**src/rtl/pmic_regs_pkg.sv**
```systemverilog
/*
  Constants for the power-management event register bank: register indices,
  field masks, reset values and Wishbone decode widths.
  Assumes a classic Wishbone slave with 32-bit data, one register per word.
*/
// Function
// RL1: Latch bits stay set until software writes one there; zero leaves them.
// RL2: Undervoltage-category bits return to defaults when input supply crosses threshold.
// RL3: Mirror-category bits reload from programmed memory contents.
// RL4: Off-mode-category bits return to defaults whenever device enters OFF mode.
// RL5: Backup-category bits reset only when backup supply loses valid input; the scratch also clears on reset.
// RL6: Test-write registers accept writes only in test board mode, else read-only.
// RL7: Set mask bit blocks its latched event from interrupt; live bits unlatched.
package pmic_regs_pkg;

  ////////////////////////////////////////////////////////////////////////////
  // Bus decode
  localparam int ADDR_WIDTH = 8;
  localparam int REG_WIDTH  = 8;
  localparam int NUM_GROUPS = 6;

  ////////////////////////////////////////////////////////////////////////////
  // Printed offsets are register indices; byte address is four times each
  localparam logic [5:0] IDX_DEVICE_IDENTITY  = 6'h00;
  localparam logic [5:0] IDX_SILICON_REVISION = 6'h01;
  localparam logic [5:0] IDX_PROGRAM_ID_HIGH  = 6'h02;
  localparam logic [5:0] IDX_PROGRAM_ID_LOW   = 6'h03;
  localparam logic [5:0] IDX_SYSTEM_LATCH     = 6'h04;
  localparam logic [5:0] IDX_SYSTEM_MASK      = 6'h05;
  localparam logic [5:0] IDX_SYSTEM_LIVE      = 6'h06;
  localparam logic [5:0] IDX_THERMAL_LATCH    = 6'h07;
  localparam logic [5:0] IDX_THERMAL_MASK     = 6'h08;
  localparam logic [5:0] IDX_THERMAL_LIVE     = 6'h09;
  localparam logic [5:0] IDX_BUCK_MODE_LATCH  = 6'h0a;
  localparam logic [5:0] IDX_BUCK_MODE_MASK   = 6'h0b;
  localparam logic [5:0] IDX_BUCK_ILIM_LATCH  = 6'h12;
  localparam logic [5:0] IDX_BUCK_ILIM_MASK   = 6'h13;
  localparam logic [5:0] IDX_BUCK_ILIM_LIVE   = 6'h14;
  localparam logic [5:0] IDX_LDO_ILIM_LATCH   = 6'h15;
  localparam logic [5:0] IDX_LINEAR_CURRENT_LIMIT_MASK    = 6'h16;
  localparam logic [5:0] IDX_LDO_ILIM_LIVE    = 6'h17;
  // Test-write scratch register, placed past the event bank
  localparam logic [5:0] IDX_TEST_SCRATCH     = 6'h30;

  ////////////////////////////////////////////////////////////////////////////
  // Implemented bits per group: system, thermal, buck mode, buck ilim, ldo ilim
  localparam logic [7:0] SYSTEM_BITS    = 8'hff;
  localparam logic [7:0] SYSTEM_LIVE    = 8'h07;
  localparam logic [7:0] THERMAL_BITS   = 8'hff;
  localparam logic [7:0] BUCK_BITS      = 8'h4f;
  localparam logic [7:0] LDO_BITS       = 8'h03;
  localparam logic [7:0] MASK_RESET     = 8'hff;
  localparam logic [7:0] LATCH_RESET    = 8'h00;
  localparam logic [7:0] SCRATCH_RESET  = 8'h00;
  localparam logic [3:0] PROG_HIGH_LSB  = 4'h4;
  localparam logic [2:0] REV_RESET      = 3'h0;

  // Group order inside the latch/mask vectors
  localparam int GRP_SYSTEM    = 0;
  localparam int GRP_THERMAL   = 1;
  localparam int GRP_BUCK_MODE = 2;
  localparam int GRP_BUCK_ILIM = 3;
  localparam int GRP_LDO_ILIM  = 4;
  localparam int GRP_SPARE     = 5;

endpackage

```
**src/rtl/event_latch_group.sv**
```systemverilog
/*
  One group of eight write-one-to-clear event latches with a mask.
  Assumes events are synchronous single-cycle or level inputs.
*/
`timescale 1ns/1ns
module event_latch_group #(
  parameter logic [7:0] BITS = 8'hff
) (
  // Clock and reset
  input  wire logic       clk,
  input  wire logic       clear,
  // Events and software access
  input  wire logic [7:0] events,
  input  wire logic       clearStrobe,
  input  wire logic [7:0] clearData,
  input  wire logic       maskStrobe,
  input  wire logic [7:0] maskData,
  input  wire logic       maskClear,
  // State
  output logic      [7:0] latch,
  output logic      [7:0] mask,
  output logic            pending
);

  logic [7:0] nxt_latch;
  logic [7:0] nxt_mask;
  logic [7:0] latchFf;
  logic [7:0] maskFf;

  // Set wins over a same-cycle clear so no event is lost
  assign nxt_latch = ((latchFf & ~(clearStrobe ? clearData : 8'h00)) | events) & BITS; // [RL1]
  assign nxt_mask  = maskStrobe ? (maskData & BITS) : maskFf;

  always_ff @(posedge clk) begin
    if (clear) begin
      latchFf <= pmic_regs_pkg::LATCH_RESET; // [RL2]
    end else begin
      latchFf <= nxt_latch;
    end
  end

  always_ff @(posedge clk) begin
    if (maskClear) begin
      maskFf <= pmic_regs_pkg::MASK_RESET & BITS; // [RL4]
    end else begin
      maskFf <= nxt_mask;
    end
  end

  assign latch   = latchFf;
  assign mask    = maskFf;
  assign pending = |(latchFf & ~maskFf); // [RL7]

endmodule

```
**src/rtl/mirror_loader.sv**
```systemverilog
/*
  Holds the program identity fields mirrored from one-time memory.
  Assumes otpLoad pulses high while the mirror contents are stable.
*/
`timescale 1ns/1ns
module mirror_loader (
  // Clock and reset
  input  wire logic        clk,
  input  wire logic        reset,
  // Mirror source
  input  wire logic        otpLoad,
  input  wire logic [11:0] otpProgramId,
  // Mirror contents
  output logic      [11:0] programId
);

  logic [11:0] programIdFf;

  always_ff @(posedge clk) begin
    if (reset) begin
      programIdFf <= 12'h000;
    end else if (otpLoad) begin
      programIdFf <= otpProgramId; // [RL3]
    end
  end

  assign programId = programIdFf;

endmodule

```
**src/rtl/pmic_interrupt_status_regs.sv**
```systemverilog
/*
  Event register bank of a multi-rail power manager: identity, latch, mask
  and live registers reached over classic Wishbone, plus reset categories.
  Assumes all condition inputs are synchronous to clk.
*/
`timescale 1ns/1ns
module pmic_interrupt_status_regs #(
  parameter logic [7:0] DEVICE_IDENTITY  = 8'h5a, // Arbitrary value
  parameter logic [7:0] SILICON_REVISION = 8'h11  // Arbitrary value
) (
  // Clock and reset
  input  wire logic        clk,
  input  wire logic        reset,
  // Wishbone slave
  input  wire logic        wb_cyc_i,
  input  wire logic        wb_stb_i,
  input  wire logic        wb_we_i,
  input  wire logic [7:0]  wb_adr_i,
  input  wire logic [3:0]  wb_sel_i,
  input  wire logic [31:0] wb_dat_i,
  output logic      [31:0] wb_dat_o,
  output logic             wb_ack_o,
  output logic             wb_err_o,
  // Reset categories and modes
  input  wire logic        undervoltage_detect_level,
  input  wire logic        offModeEntry,
  input  wire logic        backup_supply_valid,
  input  wire logic        test_board_mode,
  // Mirror source
  input  wire logic        otpLoad,
  input  wire logic [11:0] otpProgramId,
  // Event inputs
  input  wire logic [7:0]  systemEvents,
  input  wire logic [7:0]  thermalEvents,
  input  wire logic [7:0]  buckModeEvents,
  input  wire logic [7:0]  buckIlimEvents,
  input  wire logic [7:0]  ldoIlimEvents,
  // Live condition inputs
  input  wire logic [7:0]  systemLive,
  input  wire logic [7:0]  thermalLive,
  input  wire logic [7:0]  buckIlimLive,
  input  wire logic [7:0]  ldoIlimLive,
  // Status outputs
  output logic             interruptOut,
  output logic [7:0]       testScratch
);

  ////////////////////////////////////////////////////////////////////////////
  // Reset categories
  logic uvPrevFf;
  logic uvCross;
  logic backupLoss;
  logic latchClear;
  logic maskClear;

  always_ff @(posedge clk) begin
    // Track the level through reset so release shows no false crossing
    if (reset) begin
      uvPrevFf <= undervoltage_detect_level;
    end else begin
      uvPrevFf <= undervoltage_detect_level;
    end
  end

  // Either crossing direction counts, so both edges clear
  assign uvCross    = undervoltage_detect_level ^ uvPrevFf; // [RL2]
  assign backupLoss = ~backup_supply_valid; // [RL5]
  assign latchClear = reset | uvCross; // [RL2]
  assign maskClear  = reset | offModeEntry; // [RL4]

  ////////////////////////////////////////////////////////////////////////////
  // Bus decode
  logic       access;
  logic       writeStrobe;
  logic [5:0] regIndex;
  logic       wordAligned;
  logic       mapped;
  logic [7:0] writeByte;

  assign access      = wb_cyc_i & wb_stb_i & ~wb_ack_o & ~wb_err_o;
  assign regIndex    = wb_adr_i[7:2];
  assign wordAligned = (wb_adr_i[1:0] == 2'h0);
  assign writeByte   = wb_sel_i[0] ? wb_dat_i[7:0] : 8'h00;
  assign writeStrobe = access & wb_we_i & mapped & wb_sel_i[0];

  assign mapped = wordAligned & (
      regIndex <= pmic_regs_pkg::IDX_BUCK_MODE_MASK ||
      (regIndex >= pmic_regs_pkg::IDX_BUCK_ILIM_LATCH && regIndex <= pmic_regs_pkg::IDX_LDO_ILIM_LIVE) ||
      regIndex == pmic_regs_pkg::IDX_TEST_SCRATCH);

  ////////////////////////////////////////////////////////////////////////////
  // Event groups
  localparam int NG = pmic_regs_pkg::NUM_GROUPS;
  localparam logic [5:0] LATCH_IDX [NG] = '{
    pmic_regs_pkg::IDX_SYSTEM_LATCH, pmic_regs_pkg::IDX_THERMAL_LATCH,
    pmic_regs_pkg::IDX_BUCK_MODE_LATCH, pmic_regs_pkg::IDX_BUCK_ILIM_LATCH,
    pmic_regs_pkg::IDX_LDO_ILIM_LATCH, 6'h3f};
  localparam logic [5:0] MASK_IDX [NG] = '{
    pmic_regs_pkg::IDX_SYSTEM_MASK, pmic_regs_pkg::IDX_THERMAL_MASK,
    pmic_regs_pkg::IDX_BUCK_MODE_MASK, pmic_regs_pkg::IDX_BUCK_ILIM_MASK,
    pmic_regs_pkg::IDX_LINEAR_CURRENT_LIMIT_MASK, 6'h3f};
  localparam logic [7:0] GROUP_BITS [NG] = '{
    pmic_regs_pkg::SYSTEM_BITS, pmic_regs_pkg::THERMAL_BITS,
    pmic_regs_pkg::BUCK_BITS, pmic_regs_pkg::BUCK_BITS,
    pmic_regs_pkg::LDO_BITS, 8'h00};

  wire logic [7:0]    groupEvents [NG];
  wire logic [7:0]    groupLatch  [NG];
  wire logic [7:0]    groupMask   [NG];
  wire logic [NG-1:0] groupPending;

  assign groupEvents[pmic_regs_pkg::GRP_SYSTEM]    = systemEvents;
  assign groupEvents[pmic_regs_pkg::GRP_THERMAL]   = thermalEvents;
  assign groupEvents[pmic_regs_pkg::GRP_BUCK_MODE] = buckModeEvents;
  assign groupEvents[pmic_regs_pkg::GRP_BUCK_ILIM] = buckIlimEvents;
  assign groupEvents[pmic_regs_pkg::GRP_LDO_ILIM]  = ldoIlimEvents;
  assign groupEvents[pmic_regs_pkg::GRP_SPARE]     = 8'h00;

  genvar g;
  generate
    for (g = 0; g < NG - 1; g++) begin : gen_group
      logic clearHit;
      logic maskHit;
      assign clearHit = writeStrobe & (regIndex == LATCH_IDX[g]); // [RL1]
      assign maskHit  = writeStrobe & (regIndex == MASK_IDX[g]);
      event_latch_group #(
        .BITS (GROUP_BITS[g])
      ) u_group (
        .clk         (clk),
        .clear       (latchClear),
        .events      (groupEvents[g]),
        .clearStrobe (clearHit),
        .clearData   (writeByte),
        .maskStrobe  (maskHit),
        .maskData    (writeByte),
        .maskClear   (maskClear),
        .latch       (groupLatch[g]),
        .mask        (groupMask[g]),
        .pending     (groupPending[g])
      );
    end
  endgenerate

  // Spare slot keeps the vector width stable; it never holds events
  assign groupLatch[pmic_regs_pkg::GRP_SPARE]   = 8'h00;
  assign groupMask[pmic_regs_pkg::GRP_SPARE]    = 8'h00;
  assign groupPending[pmic_regs_pkg::GRP_SPARE] = 1'b0;

  ////////////////////////////////////////////////////////////////////////////
  // Identity mirror
  logic [11:0] programId;

  mirror_loader u_mirror (
    .clk          (clk),
    .reset        (reset),
    .otpLoad      (otpLoad),
    .otpProgramId (otpProgramId),
    .programId    (programId)
  );

  ////////////////////////////////////////////////////////////////////////////
  // Test-write scratch, held on backup supply
  logic [7:0] scratchFf;
  logic [7:0] nxt_scratch;
  logic       scratchWrite;

  assign scratchWrite = writeStrobe & test_board_mode & (regIndex == pmic_regs_pkg::IDX_TEST_SCRATCH); // [RL6]
  assign nxt_scratch  = scratchWrite ? writeByte : scratchFf;

  always_ff @(posedge clk) begin
    if (reset | backupLoss) begin
      scratchFf <= pmic_regs_pkg::SCRATCH_RESET; // [RL5]
    end else begin
      scratchFf <= nxt_scratch;
    end
  end

  ////////////////////////////////////////////////////////////////////////////
  // Read mux
  logic [7:0] readByte;

  always_comb begin
    readByte = 8'h00;
    unique case (regIndex)
      pmic_regs_pkg::IDX_DEVICE_IDENTITY:  readByte = DEVICE_IDENTITY;
      pmic_regs_pkg::IDX_SILICON_REVISION: readByte = SILICON_REVISION;
      pmic_regs_pkg::IDX_PROGRAM_ID_HIGH:  readByte = {programId[11:8], 1'b0, pmic_regs_pkg::REV_RESET};
      pmic_regs_pkg::IDX_PROGRAM_ID_LOW:   readByte = programId[7:0];
      pmic_regs_pkg::IDX_SYSTEM_LATCH:     readByte = groupLatch[pmic_regs_pkg::GRP_SYSTEM];
      pmic_regs_pkg::IDX_SYSTEM_MASK:      readByte = groupMask[pmic_regs_pkg::GRP_SYSTEM];
      pmic_regs_pkg::IDX_SYSTEM_LIVE:      readByte = systemLive & pmic_regs_pkg::SYSTEM_LIVE; // [RL7]
      pmic_regs_pkg::IDX_THERMAL_LATCH:    readByte = groupLatch[pmic_regs_pkg::GRP_THERMAL];
      pmic_regs_pkg::IDX_THERMAL_MASK:     readByte = groupMask[pmic_regs_pkg::GRP_THERMAL];
      pmic_regs_pkg::IDX_THERMAL_LIVE:     readByte = thermalLive; // [RL7]
      pmic_regs_pkg::IDX_BUCK_MODE_LATCH:  readByte = groupLatch[pmic_regs_pkg::GRP_BUCK_MODE];
      pmic_regs_pkg::IDX_BUCK_MODE_MASK:   readByte = groupMask[pmic_regs_pkg::GRP_BUCK_MODE];
      pmic_regs_pkg::IDX_BUCK_ILIM_LATCH:  readByte = groupLatch[pmic_regs_pkg::GRP_BUCK_ILIM];
      pmic_regs_pkg::IDX_BUCK_ILIM_MASK:   readByte = groupMask[pmic_regs_pkg::GRP_BUCK_ILIM];
      pmic_regs_pkg::IDX_BUCK_ILIM_LIVE:   readByte = buckIlimLive & pmic_regs_pkg::BUCK_BITS;
      pmic_regs_pkg::IDX_LDO_ILIM_LATCH:   readByte = groupLatch[pmic_regs_pkg::GRP_LDO_ILIM];
      pmic_regs_pkg::IDX_LINEAR_CURRENT_LIMIT_MASK:    readByte = groupMask[pmic_regs_pkg::GRP_LDO_ILIM];
      pmic_regs_pkg::IDX_LDO_ILIM_LIVE:    readByte = ldoIlimLive & pmic_regs_pkg::LDO_BITS;
      pmic_regs_pkg::IDX_TEST_SCRATCH:     readByte = scratchFf;
      default:                             readByte = 8'h00;
    endcase
  end

  ////////////////////////////////////////////////////////////////////////////
  // Bus answer, one cycle after the request is seen
  logic [31:0] nxt_dat;
  logic        nxt_ack;
  logic        nxt_err;

  assign nxt_ack = access & mapped;
  assign nxt_err = access & ~mapped;
  assign nxt_dat = (access & mapped & ~wb_we_i) ? {24'h000000, readByte} : 32'h00000000;

  logic [31:0] datFf;
  logic        ackFf;
  logic        errFf;
  logic        irqFf;

  always_ff @(posedge clk) begin
    if (reset) begin
      datFf <= 32'h00000000;
      ackFf <= 1'b0;
      errFf <= 1'b0;
      irqFf <= 1'b0;
    end else begin
      datFf <= nxt_dat;
      ackFf <= nxt_ack;
      errFf <= nxt_err;
      irqFf <= |groupPending; // [RL7]
    end
  end

  assign wb_dat_o     = datFf;
  assign wb_ack_o     = ackFf;
  assign wb_err_o     = errFf;
  assign interruptOut = irqFf;
  assign testScratch  = scratchFf;

endmodule

```
**config.mk**
```make
export PLATFORM = sky130hd
export DESIGN_NAME = pmic_interrupt_status_regs
export DESIGN_NICKNAME = d
export VERILOG_FILES = /design/src/rtl/pmic_regs_pkg.sv /design/src/rtl/event_latch_group.sv /design/src/rtl/mirror_loader.sv /design/src/rtl/pmic_interrupt_status_regs.sv
export SDC_FILE = /design/constraint.sdc
export NUM_CORES = 1
export LEC_CHECK = 0
export ABC_CLOCK_PERIOD_IN_PS = 2500
export BUFFER_PORTS_ARGS = -buffer_cell sky130_fd_sc_hd__buf_4
export CORE_MARGIN = 3
export CORE_UTILIZATION = 49
export DETAILED_ROUTE_END_ITERATION = 7
export PLACE_DENSITY = 0.81
export SKIP_LAST_GASP = 1
export SLEW_MARGIN = 20
export SYNTH_ARGS = -nofsm -noshare
export SYNTH_HDL_FRONTEND = slang
export SYNTH_SLANG_ARGS = --single-unit
```
**constraint.sdc**
```tcl
create_clock -name clk -period 2.5 [get_ports clk]
set_input_delay 0.5 -clock clk [delete_from_list [all_inputs] [get_ports clk]]
set_output_delay 0.5 -clock clk [all_outputs]
set_load 0.02 [all_outputs]
```
Word-level counts from Yosys, hierarchy flattened

Cells that the tools add are included.

Register bits: 112
Output and inout port bits: 43
Input bits: 138
Word-level logic and storage cells: 110

Bitwise gates (word level): 57
Multiplexer cells: 7
Eq/ne operators: 18
Magnitude comparators: 3
Reduce and logical (&&, ||, !) cells: 7

Operator list:

| cell                                                               | number |
|---|---|
| one-hot mux 8 bit (19 select lines)                                | 1 |
| OR reduction 40 bit                                                | 1 |
| == test 6 x 5 -> 1 bit (second input constant)                     | 6 |
| bitwise AND 8 bit                                                  | 4 |
| NOT 8 bit                                                          | 4 |
| == test 6 x 3 -> 1 bit (second input constant)                     | 4 |
| == test 6 x 4 -> 1 bit (second input constant)                     | 4 |
| two-way mux 8 bit                                                  | 3 |
| bitwise AND 1 bit                                                  | 22 |
| bitwise AND 7 x 8 -> 8 bit                                         | 2 |
| NOT 7 -> 8 bit                                                     | 2 |
| bitwise OR 8 bit                                                   | 2 |
| bitwise AND 7 bit                                                  | 2 |
| two-way mux 7 bit                                                  | 2 |
| NOT 7 bit                                                          | 2 |
| bitwise OR 7 bit                                                   | 2 |
| == test 6 x 2 -> 1 bit (second input constant)                     | 2 |
| bitwise AND 2 x 8 -> 8 bit                                         | 1 |
| NOT 2 -> 8 bit                                                     | 1 |
| == test 6 x 1 -> 1 bit (second input constant)                     | 1 |
| == test 6 bit (second input constant)                              | 1 |
| greater-or-equal comparator 6 x 5 -> 1 bit (second input constant) | 1 |
| <= comparator 6 x 4 -> 1 bit (second input constant)               | 1 |
| <= comparator 6 x 5 -> 1 bit (second input constant)               | 1 |
| 12 further kinds                                                   | 20 |

Longest topological paths before layout

Depth in word-level cells: 12
Depth in mapped cells: 8
Mapped depth without buffers: 5

Hierarchy

A second synthesis with hierarchy kept.

Cell total of the unflattened synthesis: 587
Area total of the unflattened synthesis: 4817.1 um2

Modules (own cells, without submodules):

| module                                       | times used | area an instance (um2) | cells each |
|---|---|---|---|
| pmic_interrupt_status_regs                   | 1          | 2064.5                 | 271 |
| event_latch_group (gen_group[0].u_group ...) | 2          | 621.8                  | 73 |
| event_latch_group (gen_group[2].u_group ...) | 2          | 419.2                  | 51 |
| mirror_loader                                | 1          | 420.4                  | 38 |
| event_latch_group (gen_group[4].u_group)     | 1          | 250.2                  | 30 |

Least setup slack after synthesis

OpenSTA, ideal clock, no wires.

Path type: input -> register
Start point: input port wb_adr_i[7]
End point: register gen_group[1].u_group.latchFf[1]
Setup slack: 0.407 ns
Path buffers: 2
Data arrival time: 1.961 ns
Stages on the path: 6
Data required time: 2.368 ns
Library setup time: 0.132 ns
Cells stage by stage: or4b_1 buf_2 or4_4 buf_6 o21ai_2 a21oi_1

Longest elaborated chain between the ends: 12

RTL lines:

| element                                                                                           | RTL line                          | source |
|---|---|---|
| from (decl)                                                                                       | pmic_interrupt_status_regs.sv:18  | `input wire logic [7:0] wb_adr_i,` |
| greater-or-equal comparator 6 x 5 -> 1 bit / <= comparator 6 x 5 -> 1 bit (equally long branches) | pmic_interrupt_status_regs.sv:88  | `(regIndex >= pmic_regs_pkg::IDX_BUCK_ILIM_LATCH && regIndex <= pmic_regs_pkg::IDX_LDO_ILIM_LIVE) \|\|` |
| logical AND 1 bit                                                                                 | pmic_interrupt_status_regs.sv:88  |  |
| logical OR 1 bit                                                                                  | pmic_interrupt_status_regs.sv:87  | `regIndex <= pmic_regs_pkg::IDX_BUCK_MODE_MASK \|\|` |
| logical OR 1 bit                                                                                  | pmic_interrupt_status_regs.sv:88  |  |
| bitwise AND 1 bit                                                                                 | pmic_interrupt_status_regs.sv:86  | `assign mapped = wordAligned & (` |
| bitwise AND 1 bit (2 in a row)                                                                    | pmic_interrupt_status_regs.sv:84  | `assign writeStrobe = access & wb_we_i & mapped & wb_sel_i[0];` |
| bitwise AND 1 bit (*)                                                                             | pmic_interrupt_status_regs.sv:124 | `assign clearHit = writeStrobe & (regIndex == LATCH_IDX[g]);` |
| two-way mux 8 bit (*)                                                                             | event_latch_group.sv:31           | `assign nxt_latch = ((latchFf & ~(clearStrobe ? clearData : 8'h00)) \| events) & BITS;` |
| NOT 8 bit (*)                                                                                     | event_latch_group.sv:31           |  |
| bitwise AND 8 bit (*)                                                                             | event_latch_group.sv:31           |  |
| bitwise OR 8 bit (*)                                                                              | event_latch_group.sv:31           |  |
| to (signal assigned)                                                                              | event_latch_group.sv:36           | `latchFf <= pmic_regs_pkg::LATCH_RESET;` |
| to (signal assigned)                                                                              | event_latch_group.sv:38           | `latchFf <= nxt_latch;` |
| to (decl)                                                                                         | event_latch_group.sv:27           | `logic [7:0] latchFf;` |

Every way passes the cells marked *; elsewhere a longest branch is shown, timed or not.
A chain may end at the register's enable or synchronous reset.

Final worst setup path

Start point: register errFf (netlist: wb_err_o)
End point: register datFf[0] (netlist: wb_dat_o[0])

Longest elaborated chain between the ends: 6

RTL lines:

| element                             | RTL line                          | source |
|---|---|---|
| from (decl)                         | pmic_interrupt_status_regs.sv:220 | `logic errFf;` |
| from (signal assigned)              | pmic_interrupt_status_regs.sv:232 | `errFf <= nxt_err;` |
| NOT 1 bit                           | pmic_interrupt_status_regs.sv:80  | `assign access = wb_cyc_i & wb_stb_i & ~wb_ack_o & ~wb_err_o;` |
| bitwise AND 1 bit                   | pmic_interrupt_status_regs.sv:80  |  |
| bitwise AND 1 bit (2 in a row)      | pmic_interrupt_status_regs.sv:216 | `assign nxt_dat = (access & mapped & ~wb_we_i) ? {24'h000000, readByte} : 32'h00000000;` |
| NOT 1 bit (no source line)          | --                                |  |
| OR reduction 2 bit (no source line) | --                                |  |
| to (signal assigned)                | pmic_interrupt_status_regs.sv:230 | `datFf <= nxt_dat;` |
| to (decl)                           | pmic_interrupt_status_regs.sv:218 | `logic [31:0] datFf;` |

No other way between the ends.

==> results.py <==
metrics = {
    "outcome": {
        "status": "completed",
    },
    "floorplan": {
        "die_w_um": 101,
        "core_area_um2": 8760,
        "die_area_um2": 10300,
        "io_pins": 181,
        "start_util": 0.507,
        "die_h_um": 101,
        "num_rows": 34,
    },
    "worst_setup_path": {
        "required_ps": 2780,
        "r2r_cells": 5,
        "crit_path_max_fanout": 8,
        "crit_arrival_ps": 2340,
        "cp_top_family": "simple AND/OR/NAND/NOR gates",
        "cpMaxStageDelayCell": "nand4bb_1",
        "critPathMaxStageDelay_ps": 470,
        "cp.depth": 5,
        "worstSetupEndpointType": "flip-flop",
        "worst-setup-path-type": "flip-flop to flip-flop",
        "crit_chain": "nand4bb_1 -> or2_2 -> nor2_1 -> nand3_1 -> a31oi_1",
        "crit_buf_inv": 0,
        "start_kind": "flip-flop",
    },
    "clock_network": {
        "clock_latency_ps": 370,
        "clock_path_buffers": 2,
        "clock-sinks": 88,
        "numCtsBuffers": 9,
        "path_clk_slew_ps": 100,
        "ctsResizeCount": 0,
        "cts-root-buf": "clkbuf_8",
        "tritoncts": "yes",
        "cts_max_level": 3,
        "hold_buffers": 0,
        "cts_setup_buffers": 0,
    },
    "timing": {
        "maxSlewHeadroom": 0.570,
        "hold_viol": 0,
        "timing.fmax_mhz": 485,
        "worst_pin_slew_ps": 639,
        "finClkSkew_ps": 10.2,
        "rsz0062_at_grt": "no",
        "final.setup.worst_slack_ps": 439,
        "fin_crit_sh": 0.824,
        "fin_crit_ps": 2060,
        "slew_violations": 0,
        "setup_viol": 0,
        "finalSetupTns_ps": 0,
    },
    "synthesis": {
        "async_flop_share": 0,
        "synth.top_cell.area_share": 0.396,
        "yosysMostFrequentCell": "dfxtp_1",
        "ys_top_cells_by_count": "dfxtp_1, nand2_1, inv_1",
        "yosysSeqAreaShare": 0.396,
        "syn_inst": 558,
        "yosys_warnings": 0,
        "synth_area_um2": 4450,
        "yosysTopAreaCell": "dfxtp_1",
        "synth_ff_type": "dfxtp_1",
        "synth_edf_count": 0,
        "synth_seq_cells": 88,
        "yosysUniqueCellTypes": 55,
        "synth_area_leaders": "dfxtp_1, nand2_1, o211ai_1",
        "synth.avg_cell_area_um2": 7.97,
    },
    "route": {
        "drt-vias-per-instance": 5.80,
        "drt_first_pass_iters": 5,
        "first_iter_violations": 364,
        "route.detailed.drc": 0,
        "wl_per_cell_um": 19.2,
        "ant_nets": 0,
        "vias": 4472,
        "routed_wl_um": 14800,
    },
    "min_path": {
        "worstHoldPathType": "primary input to flip-flop",
        "hold_depth": 1,
    },
    "placement": {
        "port_buffers": 103,
        "detailedPlacementHpwl_um": 11300,
        "place_ws_ps": 166,
        "dpl-instance-area_um2": 5260,
        "gp_congestion": 0.931,
    },
    "global_routing": {
        "antenna_found_initial": 0,
        "grt_max_degree": 31,
        "grt.total_usage": 0.283,
        "overflow": 0,
        "grt_pass1_vias": 4069,
        "grt_first_pass_wirelength_um": 22100,
    },
    "finish": {
        "drive_gt1_frac": 0.232,
        "nets": 796,
        "stdcell_area_um2": 5490,
        "diodes": 0,
        "final_util": 0.626,
        "syn2layout_area_growth_pct": 23.5,
    },
    "run": {
        "drv_cap": 0,
    },
    "pwr": {
        "power_mw": 3.06,
        "p_leak_nw": 2.42,
        "power_density_nw_per_um2": 557,
        "ir_drop_uv": 331,
    },
}
==> path summary, 6_finish.rpt <==
kind | slack [ps] | startpoint | end
setup / recovery | 440 | wb_err_o | wb_dat_o[0]
hold / removal | 240 | undervoltage_detect_level | uvPrevFf
setup reg to reg | 440 | wb_err_o | wb_dat_o[0]
hold reg to reg | 480 | gen_group[1].u_group.latch[2] | gen_group[1].u_group.latch[2]
==> routing by layer <==
layer / wire length (um) / global-route usage
met1: 6280 / 0.390
met2: 6580 / 0.443
met3: 1620 / 0.0654
met4: 354 / 0.0859
met5: 0 / 0
==> where the power goes <==
part | leakage [nW] | total, mW | internal, mW | switching (mW)
combinational | 1.59 | 0.409 | 0.172 | 0.237
clock | 0.117 | 1.17 | 0.585 | 0.585
sequential | 0.718 | 1.48 | 1.44 | 0.0339
total | 2.42 | 3.06 | 2.20 | 0.856
==> layout make-up <==
| type | instances | area, um^2 |
|---|---|---|
| fill | 798 | 3270 |
| multi-input combinational | 382 | 2240 |
| sequential | 88 | 1760 |
| timing repair buffer | 121 | 908 |
| inverter | 56 | 210 |
| tap | 108 | 135 |
| clock buffer | 9 | 124 |
| clock inverter | 7 | 106 |
==> through the flow <==
step	cells	hold slack, ps
finish	771	245
floorplan	581	443
CTS	771	242
detailed placement	755	462
global route	771	233
global placement	755	453
==> flip-flops by register name (all words and copies together) (netlist names) <==
name and cells:
interruptOut 1, gen_group.u_group.latch 28, gen_group.u_group.mask 28, testScratch 8, wb_err_o 1, wb_ack_o 1, uvPrevFf 1, wb_dat_o 8
u_mirror.programId 12
==> placed cells by master, fill, tap and decap left out, drive strengths merged, types with 18 or more instances in the layout <==
master,Yosys,routed
a21oi,43,43
nand2,65,65
dfxtp,88,88
o211ai,30,30
conb,1,24
o21ai,34,34
buf,37,121
nor2,28,28
inv,56,61
mux2i,21,21
nand3,18,18
==> kinds of logic after synthesis <==
kind of cell / synth area share
AOI/OAI and AO/OA: 0.245
xor gates and xnor gates: 0.00197
buffers and inverters: 0.118
DFF: 0.396
muxes: 0.0498
other: 0.000844
and+or+nand+nor: 0.187
Power figures use the tool's default switching activity.
